<file path="config.mk">
export PLATFORM = sky130hd
export DESIGN_NAME = lis_top
export DESIGN_NICKNAME = d
export VERILOG_FILES = /design/src/hdl/lis_pkg.sv /design/src/hdl/lis_top.sv
export SDC_FILE = /design/constraint.sdc
export NUM_CORES = 1
export LEC_CHECK = 0
export BUFFER_PORTS_ARGS = -buffer_cell sky130_fd_sc_hd__buf_2
export CORE_MARGIN = 5
export CORE_UTILIZATION = 52
export DETAILED_ROUTE_END_ITERATION = 16
export GPL_TIMING_DRIVEN = 0
export HOLD_SLACK_MARGIN = 0.15
export PLACE_DENSITY = 0.81
export SLEW_MARGIN = 10
export SYNTH_ARGS = -nofsm -noshare
export SYNTH_HDL_FRONTEND = slang
export SYNTH_SLANG_ARGS = --single-unit
</file>
<file path="constraint.sdc">
create_clock -name i_clk_sys -period 1.8 [get_ports i_clk_sys]
set_input_delay 0.18 -clock i_clk_sys [delete_from_list [all_inputs] [get_ports i_clk_sys]]
set_output_delay 0.18 -clock i_clk_sys [all_outputs]
set_load 0.01 [all_outputs]
</file>
<file path="src/hdl/lis_pkg.sv">
// Constants, types and register map of the line interrupt, status and termination block.
// Assumes a byte-wide register port on the 200 MHz system clock.

package lis_pkg;

    // Register byte addresses
    localparam logic [7:0] LIS_ADDR_COUNT_CTRL = 8'h31;
    localparam logic [7:0] LIS_ADDR_TERM = 8'h32;
    localparam logic [7:0] LIS_ADDR_EN_LINE = 8'h33;
    localparam logic [7:0] LIS_ADDR_EN_ERR = 8'h34;
    localparam logic [7:0] LIS_ADDR_EDGE = 8'h35;
    localparam logic [7:0] LIS_ADDR_LINE = 8'h36;
    localparam logic [7:0] LIS_ADDR_GAIN = 8'h37;
    localparam logic [7:0] LIS_ADDR_FLAG_LINE = 8'h3A;
    localparam logic [7:0] LIS_ADDR_FLAG_ERR = 8'h3B;
    localparam logic [7:0] LIS_ADDR_CNT_HI = 8'h3C;
    localparam logic [7:0] LIS_ADDR_CNT_LO = 8'h3D;

    // Field positions
    localparam int LIS_BIT_STROBE = 0;
    localparam int LIS_BIT_MODE = 1;
    localparam int LIS_BIT_ABSENT = 0;
    localparam int LIS_BIT_DF = 2;
    localparam int LIS_BIT_ABSENT_EN = 2;
    localparam int LIS_BIT_DF_EN = 4;
    localparam int LIS_TX_TERM_LSB = 3;

    // Reset values
    localparam logic [7:0] LIS_RST_COUNT_CTRL = 8'h00;
    localparam logic [5:0] LIS_RST_TERM = 6'h07;
    localparam logic [7:0] LIS_RST_ZERO = 8'h00;

    // Error flag layout mask (bits 6..4 and 2..0)
    localparam logic [7:0] LIS_ERR_MASK = 8'h77;
    localparam logic [4:0] LIS_GAIN_MAX = 5'h15;

    // Automatic report period
    localparam int unsigned LIS_CLK_HZ = 200_000_000;
    localparam int unsigned LIS_REPORT_PERIOD_S = 1;
    localparam int unsigned LIS_REPORT_CYCLES = LIS_CLK_HZ * LIS_REPORT_PERIOD_S;

    typedef enum logic [2:0] {
        LIS_IMP_75,
        LIS_IMP_120,
        LIS_IMP_100,
        LIS_IMP_110,
        LIS_IMP_NONE
    } lis_imp_e;

    // Line conditions from the analog front end, same clock
    typedef struct packed {
        logic driver_fault;
        logic signal_absent;
    } lis_line_s;

    // One-cycle event pulses from the error detectors
    typedef struct packed {
        logic template_overrange;
        logic tx_jitter_fifo;
        logic rx_jitter_fifo;
        logic excess_zero_event;
        logic bipolar_violation;
        logic counter_overflow;
    } lis_evt_s;

endpackage : lis_pkg

</file>
<file path="src/hdl/lis_top.sv">
// Register side of the line interface: counter snapshot, termination select,
// line status, edge-selected line flags, error event flags and the active-low interrupt pin.
// Assumes line conditions, event pulses and the counter are on i_clk_sys.
`timescale 1ns/1ps
`default_nettype none

module lis_top #(
    parameter int unsigned REPORT_CYCLES = lis_pkg::LIS_REPORT_CYCLES
) (
    input wire logic i_clk_sys,
    input wire logic i_rst_b,
    input wire logic [7:0] i_addr,
    input wire logic [7:0] i_wr_data,
    input wire logic i_wr,
    input wire logic i_rd,
    output logic [7:0] o_rd_data,
    input wire lis_pkg::lis_line_s i_line,
    input wire lis_pkg::lis_evt_s i_evt,
    input wire logic [15:0] i_excess_zero_count,
    input wire logic [4:0] i_rx_gain_level,
    output lis_pkg::lis_imp_e o_tx_impedance,
    output lis_pkg::lis_imp_e o_rx_impedance,
    output logic o_irq_b
);
    import lis_pkg::*;

    // Code to impedance, shared by both directions
    function automatic lis_imp_e term_decode(input logic [2:0] code);
        lis_imp_e imp;
        imp = LIS_IMP_NONE;
        case (code)
            3'h0: imp = LIS_IMP_75;
            3'h1: imp = LIS_IMP_120;
            3'h2: imp = LIS_IMP_100;
            3'h3: imp = LIS_IMP_110;
            default: imp = LIS_IMP_NONE;
        endcase
        return imp;
    endfunction : term_decode

    // Software-written registers
    logic snapshot_strobe;
    logic report_mode_sel;
    logic [5:0] termination_select;
    logic [7:0] irq_enable_line;
    logic [7:0] irq_enable_errors;
    logic [7:0] irq_edge_select;
    // Hardware state
    logic strobe_prev;
    lis_line_s line_prev;
    logic signal_absent_flag;
    logic driver_fault_flag;
    logic [7:0] err_flags;
    logic [15:0] count_snapshot;
    logic [4:0] rx_gain_level;
    logic [31:0] sec_count;
    logic sec_tick;

    // Address decode
    wire wr_ctrl = i_wr && (i_addr == LIS_ADDR_COUNT_CTRL);
    wire wr_term = i_wr && (i_addr == LIS_ADDR_TERM);
    wire wr_en_line = i_wr && (i_addr == LIS_ADDR_EN_LINE);
    wire wr_en_err = i_wr && (i_addr == LIS_ADDR_EN_ERR);
    wire wr_edge = i_wr && (i_addr == LIS_ADDR_EDGE);
    wire wr_flag_line = i_wr && (i_addr == LIS_ADDR_FLAG_LINE);
    wire wr_flag_err = i_wr && (i_addr == LIS_ADDR_FLAG_ERR);

    // Enable and edge-select fields
    wire signal_absent_irq_en = irq_enable_line[LIS_BIT_ABSENT_EN];
    wire driver_fault_irq_en = irq_enable_line[LIS_BIT_DF_EN];
    wire signal_absent_edge_sel = irq_edge_select[LIS_BIT_ABSENT];
    wire driver_fault_edge_sel = irq_edge_select[LIS_BIT_DF];

    // Strobe edge against previous-cycle value, only in manual mode
    wire strobe_rise = snapshot_strobe && !strobe_prev;
    wire manual_copy = strobe_rise && !report_mode_sel;
    wire auto_copy = sec_tick && report_mode_sel;
    wire do_copy = manual_copy || auto_copy;

    // Line-status edges; both-edge mode also catches the fall
    wire absent_rise = i_line.signal_absent && !line_prev.signal_absent;
    wire absent_fall = !i_line.signal_absent && line_prev.signal_absent;
    wire df_rise = i_line.driver_fault && !line_prev.driver_fault;
    wire df_fall = !i_line.driver_fault && line_prev.driver_fault;
    wire absent_set = absent_rise || (signal_absent_edge_sel && absent_fall);
    wire df_set = df_rise || (driver_fault_edge_sel && df_fall);

    // Error events laid out as in the status register
    wire [7:0] err_set = {1'b0, i_evt.template_overrange, i_evt.tx_jitter_fifo,
                          i_evt.rx_jitter_fifo, 1'b0, i_evt.excess_zero_event,
                          i_evt.bipolar_violation, i_evt.counter_overflow};
    wire [7:0] err_clr = wr_flag_err ? i_wr_data : 8'h00;
    wire [7:0] next_err_flags = ((err_flags & ~err_clr) | err_set) & LIS_ERR_MASK;

    // Set beats a simultaneous write-one clear
    wire next_absent_flag = absent_set ||
        (signal_absent_flag && !(wr_flag_line && i_wr_data[LIS_BIT_ABSENT]));
    wire next_df_flag = df_set ||
        (driver_fault_flag && !(wr_flag_line && i_wr_data[LIS_BIT_DF]));

    // Interrupt request: any enabled flag; disabled flags still stick
    wire line_pending = (signal_absent_flag && signal_absent_irq_en) ||
                        (driver_fault_flag && driver_fault_irq_en);
    wire err_pending = |(err_flags & irq_enable_errors & LIS_ERR_MASK);
    wire irq_pending = line_pending || err_pending;

    // Gain clamps at the top band
    wire [4:0] next_gain = (i_rx_gain_level > LIS_GAIN_MAX) ? LIS_GAIN_MAX
                                                           : i_rx_gain_level;

    // Read-back views
    wire [7:0] ctrl_view = {6'h00, report_mode_sel, snapshot_strobe};
    wire [7:0] line_view = {5'h00, i_line.driver_fault, 1'b0, i_line.signal_absent};
    wire [7:0] flag_line_view = {5'h00, driver_fault_flag, 1'b0, signal_absent_flag};
    logic [7:0] next_rd_data;

    // Read multiplexer; unmapped addresses answer zero
    always_comb
    begin
        case (i_addr)
            LIS_ADDR_COUNT_CTRL: next_rd_data = ctrl_view;
            LIS_ADDR_TERM: next_rd_data = {2'h0, termination_select};
            LIS_ADDR_EN_LINE: next_rd_data = irq_enable_line;
            LIS_ADDR_EN_ERR: next_rd_data = irq_enable_errors;
            LIS_ADDR_EDGE: next_rd_data = irq_edge_select;
            LIS_ADDR_LINE: next_rd_data = line_view;
            LIS_ADDR_GAIN: next_rd_data = {3'h0, rx_gain_level};
            LIS_ADDR_FLAG_LINE: next_rd_data = flag_line_view;
            LIS_ADDR_FLAG_ERR: next_rd_data = err_flags;
            LIS_ADDR_CNT_HI: next_rd_data = count_snapshot[15:8];
            LIS_ADDR_CNT_LO: next_rd_data = count_snapshot[7:0];
            default: next_rd_data = 8'h00;
        endcase
    end

    // Read data stands only in the cycle after the strobe
    always_ff @(posedge i_clk_sys or negedge i_rst_b)
    begin
        if (!i_rst_b)
            o_rd_data <= 8'h00;
        else
            o_rd_data <= i_rd ? next_rd_data : 8'h00;
    end

    // Control register writes
    always_ff @(posedge i_clk_sys or negedge i_rst_b)
    begin
        if (!i_rst_b)
        begin
            snapshot_strobe <= LIS_RST_COUNT_CTRL[LIS_BIT_STROBE];
            report_mode_sel <= LIS_RST_COUNT_CTRL[LIS_BIT_MODE];
            termination_select <= LIS_RST_TERM;
            irq_enable_line <= LIS_RST_ZERO;
            irq_enable_errors <= LIS_RST_ZERO;
            irq_edge_select <= LIS_RST_ZERO;
        end
        else
        begin
            if (wr_ctrl)
            begin
                snapshot_strobe <= i_wr_data[LIS_BIT_STROBE];
                report_mode_sel <= i_wr_data[LIS_BIT_MODE];
            end
            if (wr_term)
                termination_select <= i_wr_data[5:0];
            if (wr_en_line)
                irq_enable_line <= i_wr_data & 8'h14; // Only the two defined bits
            if (wr_en_err)
                irq_enable_errors <= i_wr_data & LIS_ERR_MASK;
            if (wr_edge)
                irq_edge_select <= i_wr_data & 8'h05;
        end
    end

    // Previous-cycle copies for edge detection
    always_ff @(posedge i_clk_sys or negedge i_rst_b)
    begin
        if (!i_rst_b)
        begin
            strobe_prev <= 1'b0;
            line_prev <= '0;
        end
        else
        begin
            strobe_prev <= snapshot_strobe;
            line_prev <= i_line;
        end
    end

    // Sticky event flags
    always_ff @(posedge i_clk_sys or negedge i_rst_b)
    begin
        if (!i_rst_b)
        begin
            signal_absent_flag <= 1'b0;
            driver_fault_flag <= 1'b0;
            err_flags <= LIS_RST_ZERO;
        end
        else
        begin
            signal_absent_flag <= next_absent_flag;
            driver_fault_flag <= next_df_flag;
            err_flags <= next_err_flags;
        end
    end

    // One-second divider; a free-running tick keeps auto reports evenly spaced
    always_ff @(posedge i_clk_sys or negedge i_rst_b)
    begin
        if (!i_rst_b)
        begin
            sec_count <= 32'h0;
            sec_tick <= 1'b0;
        end
        else if (sec_count == 32'(REPORT_CYCLES - 1))
        begin
            sec_count <= 32'h0;
            sec_tick <= 1'b1;
        end
        else
        begin
            sec_count <= sec_count + 32'h1;
            sec_tick <= 1'b0;
        end
    end

    // Counter snapshot and gain sample
    always_ff @(posedge i_clk_sys or negedge i_rst_b)
    begin
        if (!i_rst_b)
        begin
            count_snapshot <= 16'h0000;
            rx_gain_level <= 5'h00;
        end
        else
        begin
            if (do_copy)
                count_snapshot <= i_excess_zero_count;
            rx_gain_level <= next_gain;
        end
    end

    // Termination outputs and interrupt pin, all registered
    always_ff @(posedge i_clk_sys or negedge i_rst_b)
    begin
        if (!i_rst_b)
        begin
            o_tx_impedance <= LIS_IMP_75;
            o_rx_impedance <= LIS_IMP_NONE;
            o_irq_b <= 1'b1;
        end
        else
        begin
            o_tx_impedance <= term_decode(termination_select[LIS_TX_TERM_LSB +: 3]);
            o_rx_impedance <= term_decode(termination_select[2:0]);
            o_irq_b <= !irq_pending;
        end
    end
endmodule : lis_top

`default_nettype wire

</file>
==> impl_metrics.env <==
export IMPL_outcome="finished, final reports clean"
export IMPL_layout_min_cycle_time_ns=1.73
export IMPL_tightest_slew_ns=0.665
export IMPL_intPower_mw=3.00
export IMPL_combPwrFrac_pct=10.0
export IMPL_ys_flop_type="dfrtp_1"
export IMPL_fin_cells=629
export IMPL_via_per_inst=5.92
export IMPL_grt_pass1_wl_mm=19.1
export IMPL_hold_path_end="o_rd_data[3]"
export IMPL_synth_top_area_share_pct=50.3
export IMPL_syn_avg_cell_area_um2=11.6
export IMPL_ctsLongestPathBuffers=2
export IMPL_leakagePower_nw=2.55
export IMPL_holdPathStages=4
export IMPL_fp_coreArea_um2=8680
export IMPL_track_usage_pct=21.3
export IMPL_swShare_pct=26.1
export IMPL_power_share_clock_pct=33.3
export IMPL_async_flop_share_pct=100
export IMPL_drtIter0Drc=206
export IMPL_cts_reportedPaths_clkPinSlew_ns=0.10
export IMPL_drive_gt1_share_pct=31.7
export IMPL_grt_max_degree=64
export IMPL_dpl_hpwl_mm=7.79
export IMPL_hold_class="input pin to register"
export IMPL_die_width_um=104
export IMPL_whs_ns=0.183
export IMPL_numPortBuffers=61
export IMPL_worstSetupStartpointType="register"
export IMPL_cts_root_buf="clkbuf_8"
export IMPL_place_congestion=0.942
export IMPL_drtAntennaViolNets=0
export IMPL_power_density_nw_per_um2=707
export IMPL_fp_row_count=34
export IMPL_layout_nets=566
export IMPL_finalSetupTns_ns=0
export IMPL_synth_nets=449
export IMPL_die_area_um2=10900
export IMPL_worstHoldStart="i_addr[7]"
export IMPL_rsz0062_at_grt="false"
export IMPL_vdd_ir_drop_worst_mv=0.536
export IMPL_skew_ns=0.0131
export IMPL_fin_crit_sh_pct=96.0
export IMPL_crit_arrival_ns=1.96
export IMPL_cts_sinks=98
export IMPL_n_antenna_cell=0
export IMPL_synthToLayoutAreaGrowth_pct=24.3
export IMPL_path_max_fanout=5
export IMPL_drv_slew=0
export IMPL_p_sw_mw=1.06
export IMPL_drt_pass1_iter_count=4
export IMPL_fin_util_pct=66.2
export IMPL_vias=3724
export IMPL_ys_top_cells_by_area="dfrtp_1 (50%), mux2_2 (9.7%), dfstp_2 (2.8%), nand2_1 (2.4%), nand3_1 (2.2%)"
export IMPL_dp_cells=569
export IMPL_rr_endpoint="sec_count[7]"
export IMPL_worst_path_dominant_cell_family="simple AND/OR/NAND/NOR gates"
export IMPL_cts_tree="done"
export IMPL_reg2reg_slack_ns=0.07
export IMPL_cts_buffers=9
export IMPL_worstReg2RegStart="sec_count[26]"
export IMPL_htreeDepth=3
export IMPL_slowest_delay_ns=0.45
export IMPL_setup_violations_final=0
export IMPL_syn_cell_area_um2=4620
export IMPL_seq_area_frac_synth_pct=53.2
export IMPL_maxCapViolations=0
export IMPL_ys_warn_count=0
export IMPL_path_buf_inv=1
export IMPL_timing_fmax_ghz=0.579
export IMPL_grt_overflow=0
export IMPL_relSlewSlack_pct=55.6
export IMPL_syn_instance_count=399
export IMPL_final_hold_viol_count=0
export IMPL_die_h_um=104
export IMPL_yosysTopAreaCell="dfrtp_1"
export IMPL_drt_wl_total_mm=11.2
export IMPL_finalPower_mw=4.06
export IMPL_antenna_found_initial=0
export IMPL_cp_required_ns=2.04
export IMPL_synth_edf_count=0
export IMPL_crit_path_end_kind="register"
export IMPL_r2r_cells=5
export IMPL_p_seq_share_pct=56.7
export IMPL_path_class="register to register"
export IMPL_clkLatencyLatePin_ns=0.36
export IMPL_critPathSlowestCell="dfrtp_1"
export IMPL_wl_per_cell_um=17.9
export IMPL_drcViolationCount=0
export IMPL_pin_count=64
export IMPL_grt_pass1_vias=3997
export IMPL_crit_chain="nor4b_1 > nand4_1 > buf_4 > o31ai_1 > o211ai_1"
export IMPL_synth_seq_cells=98
export IMPL_synth_cell_types=54
export IMPL_start_util_pct=53.3
==> Yosys cell counts (3+ instances only) <==
cell and count:
a21o_1 9, a21oi_1 17, a22o_1 4, a22oi_1 4
a31oi_1 3, a32oi_1 5, and2_1 7, and3_1 4
and4_1 4, buf_2 10, clkbuf_1 6, dfrtp_1 93
dfstp_2 5, inv_1 7, mux2_2 40, mux2i_1 5
nand2_1 30, nand3_1 20, nand3b_1 5, nand4_1 7
nor2_1 11, nor2b_1 9, nor3_1 9, nor3b_1 4
nor4_1 3, o211ai_1 4, o21ai_0 8, o31ai_1 9
or4_1 9, xnor2_1 7, xor2_1 10
==> what timing repair did <==
item / in CTS / in global routing
cloned: 0 / 0
buffers inserted: 2 / 3
hold endpoints to repair: 78 / 0
hold buffers: 39 / 0
gates resized for setup: 2 / 10
pin swaps: 2 / 2
endpoints found under the setup margin: 21 / 31
==> metrics by stage <==
stage | instance area, um^2 | worst slack, ns
3_3_place_gp | 5060 | -0.328
2_1_floorplan | 4620 | 0.104
6_report | 5750 | 0.0720
3_5_place_dp | 5090 | -0.200
4_1_cts | 5690 | 0.00131
5_1_grt | 5750 | 0.00244
==> per-layer routing <==
metal  up-vias  part of all wire, %  track usage, %
met5         -                    0               0
li1       1711                    -               -
met1      1866                   39            24.8
met2       129                   54            38.9
met3        18                  5.7            5.15
met4         0                  1.7            5.37
==> registers in the layout (all words and copies together), names as in the netlist, 2 cells and up <==
| name | flops |
|---|---|
| o_tx_impedance | 3 |
| o_rd_data | 8 |
| sec_count | 32 |
| irq_edge_select | 2 |
| err_flags | 6 |
| irq_enable_line | 2 |
| o_rx_impedance | 3 |
| line_prev | 2 |
| rx_gain_level | 5 |
| termination_select | 6 |
| irq_enable_errors | 6 |
| count_snapshot | 16 |
==> area by class of cell <==
class,count,area (um^2)
Timing Repair Buffer,106,763
Sequential cell,98,2460
Clock buffer,9,124
Fill cell,656,2930
Tap cell,108,135
Inverter,7,26.3
Buffer,17,86.3
Clock inverter,7,60.1
Multi-Input combinational cell,277,2090
==> cells in the final DEF (no fill, tap or decap), drive strengths merged, types with 6 or more instances in the layout <==
| cell type | n |
|---|---|
| dfrtp | 93 |
| nand4 | 9 |
| mux2 | 40 |
| a21oi | 17 |
| and2 | 7 |
| nor2 | 11 |
| clkbuf | 16 |
| inv | 10 |
| o21ai | 8 |
| dlygate4sd3 | 39 |
| or4 | 9 |
| xnor2 | 7 |
| nor2b | 9 |
| buf | 77 |
| nor3 | 13 |
| xor2 | 10 |
| nand3 | 22 |
| o31ai | 9 |
| and4 | 6 |
| a21o | 9 |
| nand2 | 31 |
==> power groups by stage <==
stage / Clock [mW] / Sequential, mW / Combinational [mW]
after global routing: 1.46 / 2.31 / 0.447
after CTS: 1.38 / 2.30 / 0.402
final: 1.35 / 2.30 / 0.407
after floorplan: 0 / 2.34 / 0.157
after global placement: 0 / 2.34 / 0.317
after detailed placement: 0 / 2.35 / 0.333
==> worst min-delay path, cell delays in order <==
cell and delay [ns]:
buf_2 0.09, nor3_2 0.09, nand3_1 0.09, a21oi_1 0.06
==> kinds of logic after synthesis <==
kind of cell	synth area share, %
buf+inv	2.30
xor+xnor	3.22
flops	53.2
fa+ha+maj	0.271
simple gates	20.0
mux	10.8
compound gates	10.3
==> worst max path at each step <==
stage | slack [ns] | start | cells after the start | end
after CTS | 0.001 | sec_count[0] | 5 | sec_count[16]
final | 0.07 | sec_count[26] | 5 | sec_count[7]
after detailed placement | -0.20 | snapshot_strobe | 4 | count_snapshot[11]
after global routing | 0.002 | sec_count[26] | 5 | sec_count[7]
after global placement | -0.33 | i_rst_b | 1 | sec_count[13]
after floorplan | 0.10 | sec_count[0] | 6 | sec_count[25]
No activity file was read; power rests on OpenSTA's default activity.
